$ cat src/pkg/adcsp_pkg.sv
package adcsp_pkg;

    // Clock of the block and the fastest serial clock the host may use.
    localparam int         CLK_MHZ          = 125;
    localparam int         SCK_MAX_MHZ      = 20;
    // System cycles in one serial clock period at the fastest rate.
    localparam int         SCK_MIN_CYCLES   = CLK_MHZ / SCK_MAX_MHZ;

    // Widths of the divider chain.
    localparam int         PRE_W            = 3;
    localparam int         SMP_W            = 2;
    localparam int         OVS_W            = 12;

    // Prescale ratio for code zero (divide by one) and one step.
    localparam logic [PRE_W-1:0] PRE_ONE    = 3'h1;
    // Modulator ticks per sample tick, minus one (divide by four).
    localparam logic [SMP_W-1:0] SMP_LIMIT  = 2'h3;
    // Smallest oversampling ratio; each code step doubles it.
    localparam logic [OVS_W:0]   OVS_MIN    = 13'h0020;
    localparam logic [OVS_W:0]   OVS_ONE    = 13'h0001;
    // Last ready pulse count in modulator ticks; two ticks are half of a sample period.
    localparam logic [SMP_W-1:0] HALF_LAST  = 2'h1;

    // Reset defaults of the configuration bits.
    localparam logic       DRIVE_DEFAULT    = 1'b0;
    localparam logic       EXTCLK_DEFAULT   = 1'b0;
    localparam logic [1:0] PRE_DEFAULT      = 2'h0;
    localparam logic [2:0] OVS_DEFAULT      = 3'h0;

    // Command byte layout: bit zero set means read.
    localparam int         CMD_READ_BIT     = 0;
    localparam logic [2:0] BIT_LAST         = 3'h7;
    localparam logic [2:0] BIT_FIRST        = 3'h0;
    localparam logic [7:0] BYTE_ZERO        = 8'h00;

    // Serial port states, Gray coded in the order idle, command, write, read.
    typedef enum logic [1:0]
    {
        SP_IDLE  = 2'b00,
        SP_CMD   = 2'b01,
        SP_WRITE = 2'b11,
        SP_READ  = 2'b10
    } adcsp_state_e;

endpackage : adcsp_pkg

$ cat src/verilog/adcsp_div.sv
`timescale 1ns/100ps

// Counts input ticks and emits one registered tick every limit+1 of them.
module adcsp_div
    import adcsp_pkg::*;
#(
    parameter int W = 4
)
(
    input  wire logic         clk,
    input  wire logic         ce,
    input  wire logic         clr,
    input  wire logic         tick_in,
    input  wire logic [W-1:0] limit,
    output logic              tick_out
);

    logic [W-1:0] cnt;    // Ticks seen since the last output tick.

    // A limit change takes effect cleanly because the count also wraps to zero at
    // any value above the new limit instead of running round the full width.
    always_ff @(posedge clk)
    begin
        if (clr)
        begin
            cnt      <= '0;
            tick_out <= 1'b0;
        end
        else if (ce)
        begin
            tick_out <= 1'b0;
            if (tick_in)
            begin
                if (cnt >= limit)
                begin
                    cnt      <= '0;
                    tick_out <= 1'b1;
                end
                else
                begin
                    cnt <= cnt + 1'b1;
                end
            end
        end
    end

endmodule : adcsp_div

$ cat src/verilog/adcsp_top.sv
`timescale 1ns/100ps

// Contract
// RULE_01: Drive select high idles ready high, else floats.
// RULE_02: Each conversion end gives one low ready pulse.
// RULE_03: Pulse lasts half sample period, repeats per rate; code ends it two cycles early when a modulator period exceeds two cycles.
// RULE_04: Ready unlatched, independent of serial port.
// RULE_05: External select picks pin clock, disables oscillator.
// RULE_06: Select falling starts, rising ends; high ignores all.
// RULE_07: Master reset low refuses all serial traffic.
// RULE_08: Input data sampled on rising serial clock.
// RULE_09: Output data shifted on falling serial clock.
// RULE_10: Serial modes 0,0 and 1,1 both work.
// RULE_11: Serial clock asynchronous, at most 20 MHz.
// RULE_12: Output floats except while serving a read.
// RULE_13: Half duplex: never input and output together.
// RULE_14: First byte is command, decoded read or write.
// RULE_15: Input ignored after read command or select high.
// RULE_16: Master reset returns all state to defaults.
// RULE_17: Operational immediately after master reset release.
// RULE_18: Prescale divides master clock by 1, 2, 4, 8.
// RULE_19: Sample clock is modulator clock divided by four.
// RULE_20: Output rate is sample clock over ratio 32..4096.
module adcsp_top
    import adcsp_pkg::*;
(
    input  wire logic       CLK,
    input  wire logic       CE,
    input  wire logic       SRST,
    input  wire logic       MASTER_RESET_N,
    input  wire logic       EXTERNAL_CLOCK_SELECT,
    input  wire logic       READY_PIN_DRIVE_SELECT,
    input  wire logic [1:0] PRESCALE_SELECT,
    input  wire logic [2:0] OVERSAMPLE_RATIO,
    input  wire logic       CRYSTAL_IN_CLOCK_PIN,
    output logic            CRYSTAL_OUT_PIN,
    output logic            DATA_READY_N_O,
    output logic            DATA_READY_N_OE,
    input  wire logic       CHIP_SELECT_N,
    input  wire logic       SCK,
    input  wire logic       SDI,
    output logic            SDO_O,
    output logic            SDO_OE,
    output logic [7:0]      CMD_BYTE,
    output logic            CMD_VALID,
    output logic [7:0]      WR_DATA,
    output logic            WR_VALID,
    input  wire logic [7:0] RD_DATA,
    output logic            RD_REQ
);

    // Synchroniser stages for the reset, clock and serial pins; stage one feeds stage two only.
    logic       mrst_s1;      // Master reset pin, first stage.
    logic       mrst_s2;      // Master reset pin, second stage.
    logic       ci_s1;        // Clock input pin, first stage.
    logic       ci_s2;        // Clock input pin, second stage.
    logic       ci_s3;        // Clock input pin, delayed for edge finding.
    logic       cs_s1;        // Chip select, first stage.
    logic       cs_s2;        // Chip select, second stage.
    logic       cs_s3;        // Chip select, delayed for edge finding.
    logic       sck_s1;       // Serial clock, first stage.
    logic       sck_s2;       // Serial clock, second stage.
    logic       sck_s3;       // Serial clock, delayed for edge finding.
    logic       sdi_s1;       // Serial input, first stage.
    logic       sdi_s2;       // Serial input, second stage.

    // Configuration as held by the device, forced to defaults in reset.
    logic       cfg_drive;    // Ready pin drives high while idle.
    logic       cfg_extclk;   // Master clock taken from the pin.
    logic [1:0] cfg_pre;      // Prescale code.
    logic [2:0] cfg_ovs;      // Oversampling code.

    // Divider chain ticks.
    logic       mclk_tick;    // One master clock period has passed.
    logic       modck_tick;   // One modulator clock period has passed.
    logic       smpck_tick;   // One sample clock period has passed.
    logic       rate_tick;    // One output rate period has passed.
    logic [PRE_W-1:0] pre_limit; // Prescale count limit.
    logic [OVS_W:0]   ovs_full;  // Oversampling ratio in full.
    logic [OVS_W-1:0] ovs_limit; // Oversampling count limit.

    // Ready pulse state.
    logic       pulse;        // Ready pulse is low on the pin.
    logic [SMP_W-1:0] half_cnt; // Modulator ticks into the pulse.

    // Serial port state.
    adcsp_state_e state;      // Transaction phase.
    logic [2:0] bit_cnt;      // Bit position within the byte.
    logic [7:0] in_sh;        // Incoming byte assembly.
    logic [7:0] out_sh;       // Outgoing byte shifter.

    // Edge and reset terms.
    logic       hard_rst;     // Either reset holds the device.
    logic       sck_rise;     // Serial clock rose.
    logic       sck_fall;     // Serial clock fell.
    logic       cs_fall;      // Chip select fell.
    logic       cs_rise;      // Chip select rose.
    logic       cs_low;       // Chip select held low.
    logic [7:0] next_in;      // Byte with the sampled bit shifted in.

    // Every reset, clock and serial pin crosses two flip-flops; the third stage exists only
    // for edge detection and reads the second stage, never the first.
    always_ff @(posedge CLK)
    begin
        if (SRST)
        begin
            mrst_s1 <= 1'b0;
            mrst_s2 <= 1'b0;
            ci_s1   <= 1'b0;
            ci_s2   <= 1'b0;
            ci_s3   <= 1'b0;
            cs_s1   <= 1'b1;
            cs_s2   <= 1'b1;
            cs_s3   <= 1'b1;
            sck_s1  <= 1'b0;
            sck_s2  <= 1'b0;
            sck_s3  <= 1'b0;
            sdi_s1  <= 1'b0;
            sdi_s2  <= 1'b0;
        end
        else if (CE)
        begin
            mrst_s1 <= MASTER_RESET_N;
            mrst_s2 <= mrst_s1;
            ci_s1   <= CRYSTAL_IN_CLOCK_PIN;
            ci_s2   <= ci_s1;
            ci_s3   <= ci_s2;
            cs_s1   <= CHIP_SELECT_N;
            cs_s2   <= cs_s1;
            cs_s3   <= cs_s2;
            sck_s1  <= SCK;  // see RULE_11
            sck_s2  <= sck_s1;
            sck_s3  <= sck_s2;
            sdi_s1  <= SDI;
            sdi_s2  <= sdi_s1;
        end
    end

    // Oversampling the serial pins at CLK_MHZ leaves about SCK_MIN_CYCLES
    // samples per serial period at top rate, so both edges are always seen.
    assign hard_rst = SRST | ~mrst_s2;
    assign sck_rise = sck_s2 & ~sck_s3;
    assign sck_fall = ~sck_s2 & sck_s3;
    assign cs_fall  = ~cs_s2 & cs_s3;
    assign cs_rise  = cs_s2 & ~cs_s3;
    assign cs_low   = ~cs_s2;
    assign next_in  = {in_sh[6:0], sdi_s2};

    // Configuration bits follow their ports but fall back to defaults for as
    // long as the master reset is held.
    always_ff @(posedge CLK)
    begin
        if (hard_rst)
        begin
            cfg_drive  <= DRIVE_DEFAULT;   // see RULE_16
            cfg_extclk <= EXTCLK_DEFAULT;
            cfg_pre    <= PRE_DEFAULT;
            cfg_ovs    <= OVS_DEFAULT;
        end
        else if (CE)
        begin
            cfg_drive  <= READY_PIN_DRIVE_SELECT;
            cfg_extclk <= EXTERNAL_CLOCK_SELECT;
            cfg_pre    <= PRESCALE_SELECT;
            cfg_ovs    <= OVERSAMPLE_RATIO;
        end
    end

    // The oscillator stands in as one master tick per system cycle; with the
    // pin selected each rising edge of the pin is one tick instead.
    assign mclk_tick = cfg_extclk ? (ci_s2 & ~ci_s3) : 1'b1;  // see RULE_05

    // The oscillator output drives the crystal in antiphase while enabled and
    // is held low when the external clock path is chosen.
    always_ff @(posedge CLK)
    begin
        if (hard_rst)
        begin
            CRYSTAL_OUT_PIN <= 1'b0;
        end
        else if (CE)
        begin
            CRYSTAL_OUT_PIN <= cfg_extclk ? 1'b0 : ~ci_s2;  // see RULE_05
        end
    end

    // Divider limits; the ratio is a power of two so a shift suffices.
    assign pre_limit = PRE_W'((PRE_ONE << cfg_pre) - PRE_ONE);  // see RULE_18
    assign ovs_full  = OVS_MIN << cfg_ovs;                      // see RULE_20
    assign ovs_limit = OVS_W'(ovs_full - OVS_ONE);

    // The chain is cleared only by reset, never by serial activity, so the
    // ready timing rests on clock and settings alone.
    adcsp_div #(.W(PRE_W)) u_pre
    (
        .clk      (CLK),
        .ce       (CE),
        .clr      (hard_rst),
        .tick_in  (mclk_tick),
        .limit    (pre_limit),
        .tick_out (modck_tick)
    );  // see RULE_18

    adcsp_div #(.W(SMP_W)) u_smp
    (
        .clk      (CLK),
        .ce       (CE),
        .clr      (hard_rst),
        .tick_in  (modck_tick),
        .limit    (SMP_LIMIT),
        .tick_out (smpck_tick)
    );  // see RULE_19

    adcsp_div #(.W(OVS_W)) u_ovs
    (
        .clk      (CLK),
        .ce       (CE),
        .clr      (hard_rst),
        .tick_in  (smpck_tick),
        .limit    (ovs_limit),
        .tick_out (rate_tick)
    );  // see RULE_20

    // A ready pulse opens on each output rate tick and closes after two
    // modulator ticks, half of one sample period while a modulator tick spans at most two cycles, two cycles less otherwise; it is never latched.
    always_ff @(posedge CLK)
    begin
        if (hard_rst)
        begin
            pulse    <= 1'b0;
            half_cnt <= '0;
        end
        else if (CE)
        begin
            if (rate_tick)
            begin
                pulse    <= 1'b1;  // see RULE_02
                half_cnt <= '0;
            end
            else if (pulse && modck_tick)
            begin
                // Closing by count rather than by host action.
                if (half_cnt == HALF_LAST)
                begin
                    pulse <= 1'b0;  // see RULE_03
                end
                half_cnt <= half_cnt + 1'b1;  // see RULE_04
            end
        end
    end

    // Ready pin: low while pulsing, otherwise high or floating per setting.
    always_ff @(posedge CLK)
    begin
        if (SRST)
        begin
            DATA_READY_N_O  <= 1'b1;
            DATA_READY_N_OE <= 1'b0;
        end
        else if (CE)
        begin
            DATA_READY_N_O  <= ~pulse;
            DATA_READY_N_OE <= pulse | cfg_drive;  // see RULE_01
        end
    end

    // Transaction phase. Reset and a high select both hold the port idle;
    // a select rise ends any phase at once.
    always_ff @(posedge CLK)
    begin
        if (hard_rst)
        begin
            state <= SP_IDLE;  // see RULE_07
        end
        else if (CE)
        begin
            unique case (state)
                SP_IDLE:
                begin
                    // Mode is whatever SCK idles at; nothing depends on it.
                    if (cs_fall)
                    begin
                        state <= SP_CMD;  // see RULE_06
                    end
                end
                SP_CMD:
                begin
                    if (cs_rise || !cs_low)
                    begin
                        state <= SP_IDLE;
                    end
                    else if (sck_rise && bit_cnt == BIT_LAST)
                    begin
                        // see RULE_14
                        state <= next_in[CMD_READ_BIT] ? SP_READ : SP_WRITE;
                    end
                end
                SP_WRITE, SP_READ:
                begin
                    if (cs_rise || !cs_low)
                    begin
                        state <= SP_IDLE;  // see RULE_06
                    end
                end
            endcase
        end
    end

    // Input side: bits are taken on rising edges during command and write
    // phases only, so a read phase or a high select leaves SDI unheard.
    always_ff @(posedge CLK)
    begin
        if (hard_rst)
        begin
            bit_cnt   <= BIT_FIRST;
            in_sh     <= BYTE_ZERO;
            CMD_BYTE  <= BYTE_ZERO;
            CMD_VALID <= 1'b0;
            WR_DATA   <= BYTE_ZERO;
            WR_VALID  <= 1'b0;
        end
        else if (CE)
        begin
            CMD_VALID <= 1'b0;
            WR_VALID  <= 1'b0;
            if (state == SP_IDLE || !cs_low)
            begin
                bit_cnt <= BIT_FIRST;  // see RULE_15
            end
            else if (state == SP_READ)
            begin
                // Count falling edges here, the output byte boundary.
                if (sck_fall)
                begin
                    bit_cnt <= bit_cnt + 1'b1;
                end
            end
            else if (sck_rise)
            begin
                in_sh   <= next_in;  // see RULE_08
                bit_cnt <= bit_cnt + 1'b1;
                if (bit_cnt == BIT_LAST)
                begin
                    if (state == SP_CMD)
                    begin
                        CMD_BYTE  <= next_in;  // see RULE_14
                        CMD_VALID <= 1'b1;
                    end
                    else
                    begin
                        WR_DATA  <= next_in;
                        WR_VALID <= 1'b1;
                    end
                end
            end
        end
    end

    // Output side: the first byte is fetched with the command's last bit,
    // each later byte with the last falling edge of the byte before it.
    always_ff @(posedge CLK)
    begin
        if (hard_rst)
        begin
            out_sh <= BYTE_ZERO;
            SDO_O  <= 1'b0;
            RD_REQ <= 1'b0;
        end
        else if (CE)
        begin
            RD_REQ <= 1'b0;
            if (state == SP_CMD && cs_low && sck_rise &&
                bit_cnt == BIT_LAST && next_in[CMD_READ_BIT])
            begin
                out_sh <= RD_DATA;
                RD_REQ <= 1'b1;
            end
            else if (state == SP_READ && cs_low && sck_fall)
            begin
                SDO_O <= out_sh[7];  // see RULE_09
                if (bit_cnt == BIT_LAST)
                begin
                    // Fetch overlaps the last bit; RD_DATA must be ready.
                    out_sh <= RD_DATA;
                    RD_REQ <= 1'b1;
                end
                else
                begin
                    out_sh <= {out_sh[6:0], 1'b0};
                end
            end
        end
    end

    // The output drives only in the read phase with select low, which keeps
    // input and output apart in time for the whole transaction.
    always_ff @(posedge CLK)
    begin
        if (hard_rst)
        begin
            SDO_OE <= 1'b0;  // see RULE_12
        end
        else if (CE)
        begin
            // see RULE_13
            SDO_OE <= (state == SP_READ) && cs_low && !cs_rise;
        end
    end

    // Release of the master reset needs no warm-up: dividers start from zero
    // and the serial port is idle on the very next cycle.
    // see RULE_17
    // see RULE_10

endmodule : adcsp_top

$ cat config.mk
export PLATFORM = sky130hd
export DESIGN_NAME = adcsp_top
export DESIGN_NICKNAME = d
export VERILOG_FILES = /design/src/pkg/adcsp_pkg.sv /design/src/verilog/adcsp_div.sv /design/src/verilog/adcsp_top.sv
export SDC_FILE = /design/constraint.sdc
export NUM_CORES = 1
export LEC_CHECK = 0
export BUFFER_PORTS_ARGS = -buffer_cell sky130_fd_sc_hd__buf_2
export CAP_MARGIN = 20
export CORE_AREA = 10 10 112 124
export CTS_CLUSTER_DIAMETER = 60
export DETAILED_ROUTE_END_ITERATION = 12
export DIE_AREA = 0 0 122 134
export MAX_ROUTING_LAYER = met4
export PLACE_DENSITY_LB_ADDON = 0.15
export REMOVE_ABC_BUFFERS = 1
export SYNTH_ARGS = -nofsm -noshare
export SYNTH_HDL_FRONTEND = slang
export SYNTH_SLANG_ARGS = --single-unit
$ cat constraint.sdc
create_clock -name CLK -period 6.8 [get_ports CLK]
set_input_delay 0.68 -clock CLK [delete_from_list [all_inputs] [get_ports CLK]]
set_output_delay 0.68 -clock CLK [all_outputs]
set_load 0.02 [all_outputs]
==> flow_summary.json, run 1 <==
{
  "status": "completed",
  "cts_buffers": 9,
  "slowest_stage": "a221oi_2",
  "yosys_warnings": 0,
  "drt_pass1_iterations": 4,
  "grt-ovfl-total": 0,
  "insertion_delay_ns": 0.33,
  "ioPinCount": 47,
  "cp_data_required_time_ns": 7.07,
  "fmax_mhz": 342.7,
  "postCtsSetupRepairBufs": 0,
  "layout_common_cells": "87 x dfxtp_1, 78 x nor2_1, 52 x mux2i_1, 46 x buf_2, 32 x nand2_1",
  "slew_violations": 0,
  "seqCellArea_sq_um": 1742,
  "critical_path.top_delay_family": "compound AO/OA/AOI/OAI gates",
  "vias_per_cell": 4.705,
  "hold_buffers": 0,
  "rsz0062_at_grt": "false",
  "num_vias": 2898,
  "drc": 0,
  "critPathKind": "reg2reg",
  "core_sq_um": 11340,
  "syn_area_per_cell_sq_um": 9.188,
  "routabilityCongestion": 0.7945,
  "drive_gt1_share_pct": 16.52,
  "dpl_cell_area_sq_um": 4224,
  "syn_inst": 425,
  "critical-path-top-cell-by-count": "ha_1",
  "die_y_microns": 134,
  "dp_cells": 600,
  "routedWlPerCell_microns": 13.19,
  "die_w_microns": 122,
  "critPathLaunchType": "flop",
  "portBuffers": 46,
  "final_area_sq_um": 4538,
  "clock_path_buffers": 2,
  "worstMarginPinSlew_ns": 0.9840,
  "stdcell_count": 616,
  "ys_seq_area_share_pct": 44.60,
  "netlist_area_sq_um": 3905,
  "nets": 501,
  "drv_cap": 0,
  "slowest_delay_ns": 0.46,
  "synth_cell_types": 51,
  "async_flop_share_pct": 0,
  "crit_chain": "or3_1 -> ha_1 -> nor3_1 -> a21oi_1 -> o21a_1 -> ha_1 -> a21o_1 -> a221oi_2 -> a31oi_2 -> nor2_1",
  "ys_ff_latch": 87,
  "area_growth_pct": 16.21,
  "setup_violations": 0,
  "grt_pass1_vias": 2823,
  "totalWireLength_microns": 8123,
  "clkTransAtPathRegs_ns": 0.06,
  "crit_fanout": 8,
  "cts.sinks": 87,
  "drtIter0Drc": 65,
  "cts_tree": "built",
  "setup-tns-final_ns": 0,
  "post_cts_resized": 0,
  "synth-edff-count": 0,
  "multi_input_area_sq_um": 2016,
  "power_per_cell_area_nw_per_um2": 235.3,
  "ant_nets": 0,
  "grt_pass1_wl_microns": 13700,
  "antenna_found_initial": 0,
  "period_minus_slack_ns": 2.918,
  "setup.worst_path.end_class": "flop",
  "antenna_cells": 0,
  "htreeDepth": 3,
  "arrival_ns": 3.18,
  "ir_drop_v": 0.00009348,
  "fin_crit_sh_pct": 42.92,
  "grt_max_degree": 46,
  "hold_violations": 0,
  "slew_headroom_pct": 34.04,
  "fillCellCount": 1142,
  "layout_commonest_cell": "dfxtp_1",
  "dpl.hpwl_microns": 5870,
  "synthFlopType": "dfxtp_1",
  "leakage_uw": 0.001717,
  "initial_core_util_pct": 34.44,
  "finClkSkew_ns": 0.007062,
  "root_buffer": "clkbuf_16",
  "min_path_type": "reg2reg",
  "critPathBufInv": 0,
  "grt_use_total_pct": 10.51,
  "die_area_sq_um": 16350,
  "row_count": 41
}
## cell type report
class | instances | share of cell area (%)
Tap cell | 150 | 4.136
Clock inverter | 6 | 1.875
Inverter | 9 | 0.7444
Sequential cell | 87 | 38.38
Clock buffer | 10 | 5.046
Timing Repair Buffer | 48 | 5.404
Multi-Input combinational cell | 306 | 44.42
## worst reg2reg max path, cell delays in order (launching register included)
cell and delay, ns:
dfxtp_1 0.36, or3_1 0.42, ha_1 0.28, nor3_1 0.16
a21oi_1 0.06, o21a_1 0.18, ha_1 0.31, a21o_1 0.17
a221oi_2 0.46, a31oi_2 0.27, nor2_1 0.17
## where the power goes
part           switching [uW]  total (uW)  internal (uW)
Combinational            19.9        34.6           14.6
Sequential               3.79         517            514
Clock                     195         516            320
Total                     219        1070            849
## cell usage after synthesis, drive strengths merged (2+ instances only)
| cell | n | area [sq um] |
|---|---|---|
| o21ai | 8 | 40.04 |
| nor2 | 79 | 299.0 |
| nand4 | 3 | 18.77 |
| nand4b | 2 | 17.52 |
| o21a | 2 | 22.52 |
| or3 | 2 | 12.51 |
| nand2b | 5 | 31.28 |
| ha | 17 | 212.7 |
| nor4b | 3 | 47.54 |
| a21oi | 27 | 138.9 |
| a31oi | 2 | 18.77 |
| clkbuf | 11 | 41.29 |
| xnor2 | 4 | 35.03 |
| a211oi | 8 | 65.06 |
| nor2b | 2 | 12.51 |
| nor3 | 10 | 61.31 |
| and3 | 2 | 12.51 |
| o211ai | 3 | 22.52 |
| xor2 | 8 | 70.07 |
| and2 | 4 | 25.03 |
| nand2 | 34 | 130.1 |
| a21o | 3 | 22.52 |
| nand3 | 16 | 80.08 |
| dfxtp | 87 | 1742 |
| buf | 12 | 80.08 |
| inv | 9 | 33.78 |
| mux2i | 52 | 520.5 |
## logic make-up (layout without fill, tap and decap cells)
family | Yosys count | after routing | share of synthesized area (%)
AND/OR/NAND/NOR | 165 | 165 | 19.71
flip-flops | 87 | 87 | 44.60
AO/OA/AOI/OAI | 60 | 60 | 10.25
multiplexers | 52 | 52 | 13.33
buffers and inverters | 32 | 73 | 3.973
adder cells (fa/ha/maj) | 17 | 17 | 5.447
XOR/XNOR | 12 | 12 | 2.691
## final timing paths
check / start / to / slack, ns / depth (start not counted)
setup / recovery: cfg_ovs[2] / u_ovs.cnt[9] / 3.88 / 10
hold / removal: SDO_O / SDO_O / 0.46 / 2
setup reg to reg: cfg_ovs[2] / u_ovs.cnt[9] / 3.88 / 10
hold reg to reg: SDO_O / SDO_O / 0.46 / 2
## through the flow
stage	hold slack [ns]	power (uW)	utilization, %	setup WS [ns]
after floorplan	0.4353	545.4	-	4.189
after global placement	0.4489	563.7	37.26	3.906
after detailed placement	0.4581	564.3	37.26	3.819
after CTS	0.4662	1084	40.03	3.865
after global routing	0.4957	1108	40.03	3.643
final	0.4586	1068	40.03	3.882
## routing by layer
layer  global-route usage (%)  part of all wire [%]  vias up
met2                    16.62                    49       25
met3                    2.351                   1.9        6
li1                         -                     -     1539
met5                        -                     0        -
met4                    3.780                  0.85        0
met1                    12.79                    49     1328
## sequential cells by signal, indices dropped and copies added, names as in the netlist, 2 cells and up
signal     cells
CMD_BYTE       8
WR_DATA        8
u_ovs.cnt     12
out_sh         8
state          2
u_pre.cnt      3
in_sh          7
u_smp.cnt      2
cfg_pre        2
half_cnt       2
bit_cnt        3
cfg_ovs        3
Note: power is estimated with default switching activity, not from simulation.
==> run 2, diff against run 1 <==
Settings changed: ABC_AREA set to 1, CORE_AREA 10 10 112 124 to 10 10 114 126, DIE_AREA 0 0 122 134 to 0 0 124 136.
Clock period 6.8 ns to 2.8 ns, I/O delays scaled along.
==> flow_summary.json, run 2 <==
{
  "async_flop_share_pct": 0,
  "switching_power_uw": 616.8,
  "insertion_delay_ns": 0.34,
  "crit_chain": "nor2_1 -> inv_1 -> nor2_1 -> inv_1 -> ha_1 -> inv_1 -> a21oi_1 -> inv_1 -> nor2_1 -> a31oi_1 -> ha_1 -> nand2_1 -> inv_1 -> a21oi_1 -> nand3_1 -> nand2_1 -> nand2_2 -> nor2_1",
  "area_growth_pct": 16.49,
  "hold_violations": 0,
  "clock_path_buffers": 2,
  "yosys-mux-area-fraction_pct": 1.733,
  "synth-xor-area-share_pct": 1.949,
  "yosys.area_share.simple_pct": 28.47,
  "antenna_cells": 0,
  "cts.sinks": 87,
  "ant_nets": 0,
  "antenna_found_initial": 0,
  "slew_violations": 0,
  "fillCellCount": 1256,
  "drv_cap": 0,
  "finClkSkew_ns": 0.007230,
  "grt-ovfl-total": 0,
  "power_per_cell_area_nw_per_um2": 561.0,
  "slew_headroom_pct": 36.00,
  "synth_top_area_cell": "dfxtp_1",
  "slowest_delay_ns": 0.35,
  "hold_buffers": 0,
  "die_y_microns": 136,
  "grt_pass1_wl_microns": 15300,
  "seqPwrFrac_pct": 48.0,
  "row_count": 42,
  "htreeDepth": 3,
  "min_path_type": "in2reg",
  "synthTopCellsByCount": "121 x nor2_1, 87 x dfxtp_1, 87 x nand2_1",
  "clkPwrFrac_pct": 46.9,
  "synthFlopType": "dfxtp_1",
  "critPathLaunchType": "flop",
  "seqCellArea_sq_um": 1742,
  "ir_drop_v": 0.0003077,
  "vias_per_cell": 4.636,
  "fmax_mhz": 390.6,
  "syn_area_per_cell_sq_um": 7.573,
  "total_power_uw": 2643,
  "swShare_pct": 23.34,
  "synth-edff-count": 0,
  "cts_buffers": 9,
  "period_minus_slack_ns": 2.560,
  "portBuffers": 46,
  "synth_top_family_by_area": "simple AND/OR/NAND/NOR gates",
  "setup.worst_path.end_class": "flop",
  "grt_pass1_vias": 3325,
  "slowest_stage": "dfxtp_1",
  "drtIter0Drc": 185,
  "fin_crit_sh_pct": 91.42,
  "dpl.hpwl_microns": 6340,
  "ys_seq_area_share_pct": 43.07,
  "nets": 618,
  "ioPinCount": 47,
  "leakage_uw": 0.001852,
  "yosys_warnings": 0,
  "holdWs_ns": 0.1325,
  "critPathKind": "reg2reg",
  "top_register": "u_ovs.cnt",
  "crit_fanout": 12,
  "core_sq_um": 11820,
  "die_area_sq_um": 16860,
  "critical-path-top-cell-by-count": "inv_1",
  "internal_power_uw": 2026,
  "largest_reg_flops": 12,
  "grt_use_total_pct": 11.49,
  "cts_tree": "built",
  "synth.most_common_cell": "nor2_1",
  "layout_common_cells": "121 x nor2_1, 87 x dfxtp_1, 86 x nand2_1, 46 x buf_2, 36 x inv_1",
  "routabilityCongestion": 0.7809,
  "synth_cell_types": 37,
  "initial_core_util_pct": 34.20,
  "netlist_area_sq_um": 4044,
  "root_buffer": "clkbuf_16",
  "synth_compound_area_share_pct": 12.47,
  "syn_inst": 534,
  "clkTransAtPathRegs_ns": 0.07,
  "synth_area_leaders": "dfxtp_1 43%, nor2_1 11%, nand2_1 8.1%",
  "worstMarginPinSlew_ns": 0.9589,
  "layout_commonest_cell": "nor2_1",
  "totalWireLength_microns": 8883,
  "pwr-share-comb_pct": 5.1,
  "postCtsSetupRepairBufs": 0,
  "setup_violations": 0,
  "synth_fa_ha_area_share_pct": 5.260,
  "yosys.area.top_type_share_pct": 43.07,
  "status": "completed",
  "multi_input_area_sq_um": 2019,
  "grt_max_degree": 32,
  "num_vias": 3417,
  "cp_data_required_time_ns": 3.07,
  "arrival_ns": 2.83,
  "routedWlPerCell_microns": 12.05,
  "die_w_microns": 124,
  "drive_gt1_share_pct": 18.35,
  "ys_ff_latch": 87,
  "drc": 0,
  "drt_pass1_iterations": 4
}
run 2: changes by cell type in the layout (fill, tap and decap cells not counted), moves of 18 or more:
cell / change
inv_1: +27
mux2i_1: -45
nand2_1: +54
nor2_1: +43
o21ai_0: +20
o21ai_1: +18
run 2: kinds of logic (layout without fill, tap and decap cells):
family                     after synthesis  count (layout)
and+or+nand+nor                        259             259
AOI/OAI and AO/OA                       91              91
DFF                                     87              87
buffers and inverters                   64             113
adders and majority gates               17              17
xor gates and xnor gates                 9               9
muxes                                    7               7
run 2: critical path, delay by kind of cell, from the launching register on:
kind / cells / cell delay (ns)
adders and majority gates: 2 / 0.44
and+or+nand+nor: 8 / 0.96
AOI/OAI and AO/OA: 3 / 0.37
buffers and inverters: 5 / 0.37
DFF: 1 / 0.35
run 2: final cells by class:
class	count	area share, %
multi-input cells	383	42.87
flip-flops and latches	87	36.97
repair buffers	51	5.684
clock buffers	11	5.153
well taps	154	4.090
inverters	46	3.878
clock inverters	5	1.355
run 2: path summary, 6_finish.rpt:
kind	startpoint	endpoint	slack (ns)	depth (start not counted)
max reg2reg	cfg_ovs[0]	u_ovs.cnt[7]	0.24	18
max	cfg_ovs[0]	u_ovs.cnt[7]	0.24	18
min reg2reg	cfg_extclk	cfg_extclk	0.46	2
min	SRST	ci_s3	0.13	2
run 2: per-layer routing:
metal / track usage (%) / vias up / routed length [microns]
met4: 4.033 / 0 / 114
met3: 3.278 / 8 / 454
met1: 13.88 / 1539 / 4398
met5: - / - / 0
li1: - / 1812 / -
met2: 17.88 / 58 / 3915
run 2: stage by stage:
stage          setup slack, ns    TNS, ns  instance area (sq um)  utilization (%)  std cells
5_1_grt              -0.007887  -0.007887                   4711            39.84        737
6_report                0.2401          0                   4711            39.84        737
4_1_cts                0.09940          0                   4708            39.82        737
3_5_place_dp            0.1105          0                   4402            37.23        721
3_3_place_gp            0.2552          0                   4402            37.23        721
2_1_floorplan           0.5426          0                   3941                -        516
run 2: timing repair:
item / 4_1_cts / 5_1_grt
endpoints found under the hold margin: 0 / 0
resized for setup: 0 / 1
endpoints found under the setup margin: 0 / 12
run 2: power by group through the flow:
| stage | logic (uW) | clock network (uW) | registers (uW) |
|---|---|---|---|
| detailed placement | 137 | 0 | 1300 |
| finish | 134 | 1240 | 1270 |
| CTS | 137 | 1280 | 1270 |
| global placement | 134 | 0 | 1300 |
| floorplan | 75.8 | 0 | 1300 |
| global route | 156 | 1330 | 1270 |
==> run 3, diff against run 2 <==
Settings changed: CORE_AREA 10 10 114 126 to 10 10 118 130, DIE_AREA 0 0 124 136 to 0 0 128 140, SYNTH_HIERARCHICAL set to 1.
==> flow_summary.json, run 3 <==
{
  "die_area_sq_um": 17920,
  "fmax_mhz": 402.4,
  "met1_length_microns": 4482,
  "insertion_delay_ns": 0.34,
  "yosys.area.top_type_share_pct": 40.01,
  "nets": 707,
  "cts.sinks": 87,
  "period_minus_slack_ns": 2.485,
  "htreeDepth": 3,
  "ant_nets": 0,
  "synth.most_common_cell": "nand2_1",
  "syn_area_per_cell_sq_um": 7.101,
  "rsz0062_at_grt": "false",
  "totalWireLength_microns": 9610,
  "cts_tree": "built",
  "min_path_type": "in2reg",
  "antenna_found_initial": 0,
  "grt_pass1_wl_microns": 16350,
  "status": "completed",
  "holdPathStages": 2,
  "arrival_ns": 2.72,
  "finClkSkew_ns": 0.006078,
  "drv_cap": 0,
  "largest_reg_flops": 12,
  "crit_fanout": 6,
  "power_per_cell_area_nw_per_um2": 523.1,
  "routabilityCongestion": 0.7534,
  "layout_common_cells": "139 x nand2_1, 87 x dfxtp_1, 87 x nor2_1, 83 x inv_1, 46 x buf_2",
  "clock_path_buffers": 2,
  "leakage_uw": 0.002326,
  "hold_violations": 0,
  "ioPinCount": 47,
  "clkTransAtPathRegs_ns": 0.06,
  "antenna_cells": 0,
  "async_flop_share_pct": 0,
  "worstMarginPinSlew_ns": 0.6461,
  "grt_max_degree": 28,
  "synth_cell_types": 39,
  "slew_violations": 0,
  "grt_use_total_pct": 11.27,
  "die_w_microns": 128,
  "total_power_uw": 2650,
  "slew_headroom_pct": 56.79,
  "cts_buffers": 9,
  "syn_inst": 613,
  "reg2reg_depth": 18,
  "drtIter0Drc": 130,
  "cp_data_required_time_ns": 3.03,
  "grt-ovfl-total": 0,
  "synthTopCellsByCount": "140 x nand2_1, 87 x dfxtp_1, 87 x nor2_1",
  "routedWlPerCell_microns": 11.69,
  "top_layer_used": "met4",
  "dpl.hpwl_microns": 7061,
  "ir_drop_v": 0.0002920,
  "drive_gt1_share_pct": 15.19,
  "area_growth_pct": 16.36,
  "setup_violations": 0,
  "root_buffer": "clkbuf_16",
  "core_sq_um": 12590,
  "initial_core_util_pct": 34.58,
  "fillCellCount": 1362,
  "ys_ff_latch": 87,
  "synth_top_area_cell": "dfxtp_1",
  "setup.worst_path.end_class": "flop",
  "critPathKind": "reg2reg",
  "die_y_microns": 140,
  "hold_buffers": 0,
  "synth-edff-count": 0,
  "num_vias": 3775,
  "portBuffers": 46,
  "drc": 0,
  "layout_commonest_cell": "nand2_1",
  "synth_area_leaders": "dfxtp_1 40%, nand2_1 12%, nor2_1 7.5%",
  "postCtsSetupRepairBufs": 0,
  "top_register": "u_ovs/cnt",
  "drt_pass1_iterations": 4,
  "vias_per_cell": 4.592,
  "wl_met2_microns": 4814,
  "ys_seq_area_share_pct": 40.01,
  "wl_met3_microns": 226,
  "synthFlopType": "dfxtp_1",
  "grt_pass1_vias": 3589,
  "critPathLaunchType": "flop",
  "row_count": 43,
  "fin_crit_sh_pct": 88.75,
  "netlist_area_sq_um": 4353,
  "yosys_warnings": 6,
  "setup-tns-final_ns": 0
}
## run 3: through the flow
step                      instances  util [%]  hold slack [ns]  area [sq um]  worst slack [ns]
after CTS                       821     40.08           0.1440          5046            0.1925
after detailed placement        805     37.67           0.4478          4742            0.2088
final                           822     40.23           0.1639          5065            0.3150
after floorplan                 598         -           0.3491          4273            0.5674
after global routing            822     40.23           0.1567          5065          0.003052
after global placement          805     37.67           0.4471          4742            0.3602
## run 3: layout make-up
class	count	area, sq um	area share, %
clock inverter	7	78.83	1.556
sequential	87	1742	34.39
multi-input combinational	420	2202	43.48
tap	157	196.4	3.878
inverter	92	347.8	6.868
timing repair buffer	50	272.8	5.385
clock buffer	9	225.2	4.447
## run 3: cells by family (layout without fill, tap and decap cells)
kind of cell             count (synthesis)  count (layout)  synth area share [%]
adder cells (fa/ha/maj)                 24              24                 6.899
buffers and inverters                  113             158                 10.35
XOR/XNOR                                 8               8                 1.610
AO/OA/AOI/OAI                           96              96                 12.22
AND/OR/NAND/NOR                        284             285                 28.83
other                                    1               7               0.08615
flip-flops                              87              87                 40.01
## run 3: timing repair
| action | 4_1_cts | 5_1_grt |
|---|---|---|
| endpoints found under the hold margin | 0 | 0 |
| resized for setup | 0 | 4 |
| endpoints found under the setup margin | 0 | 12 |
## run 3: power by group
part	switching (uW)	internal [uW]	leakage (uW)	total, uW
clock network	524	704	0.000151	1230
registers	12.5	1260	0.000704	1270
logic	98.2	55.9	0.00147	154
## run 3: path summary, 6_finish.rpt
path              start            to  slack (ns)
min                SRST        sck_s3        0.16
max reg2reg  cfg_ovs[1]  u_ovs/cnt[4]        0.32
min reg2reg       cs_s1         cs_s1        0.46
max          cfg_ovs[1]  u_ovs/cnt[4]        0.32
## run 3: critical path, stage by stage, from the launching register on
cell,delay [ns]
dfxtp_1,0.34
inv_1,0.12
nand3_1,0.11
ha_1,0.19
inv_1,0.11
xor2_1,0.15
inv_1,0.07
nor3_1,0.14
inv_1,0.07
ha_1,0.30
nand2_1,0.07
nor2_1,0.15
nand2_1,0.07
nor2_1,0.08
nand2_1,0.05
nand2_1,0.07
nand2_2,0.10
nand2_4,0.12
nor2_1,0.05
## run 3: routing by layer
metal  GRT usage, %  vias up
li1               -     2019
met1          13.04     1716
met2          18.63       31
met3          2.831        9
met4          3.618        0
met5              -        -
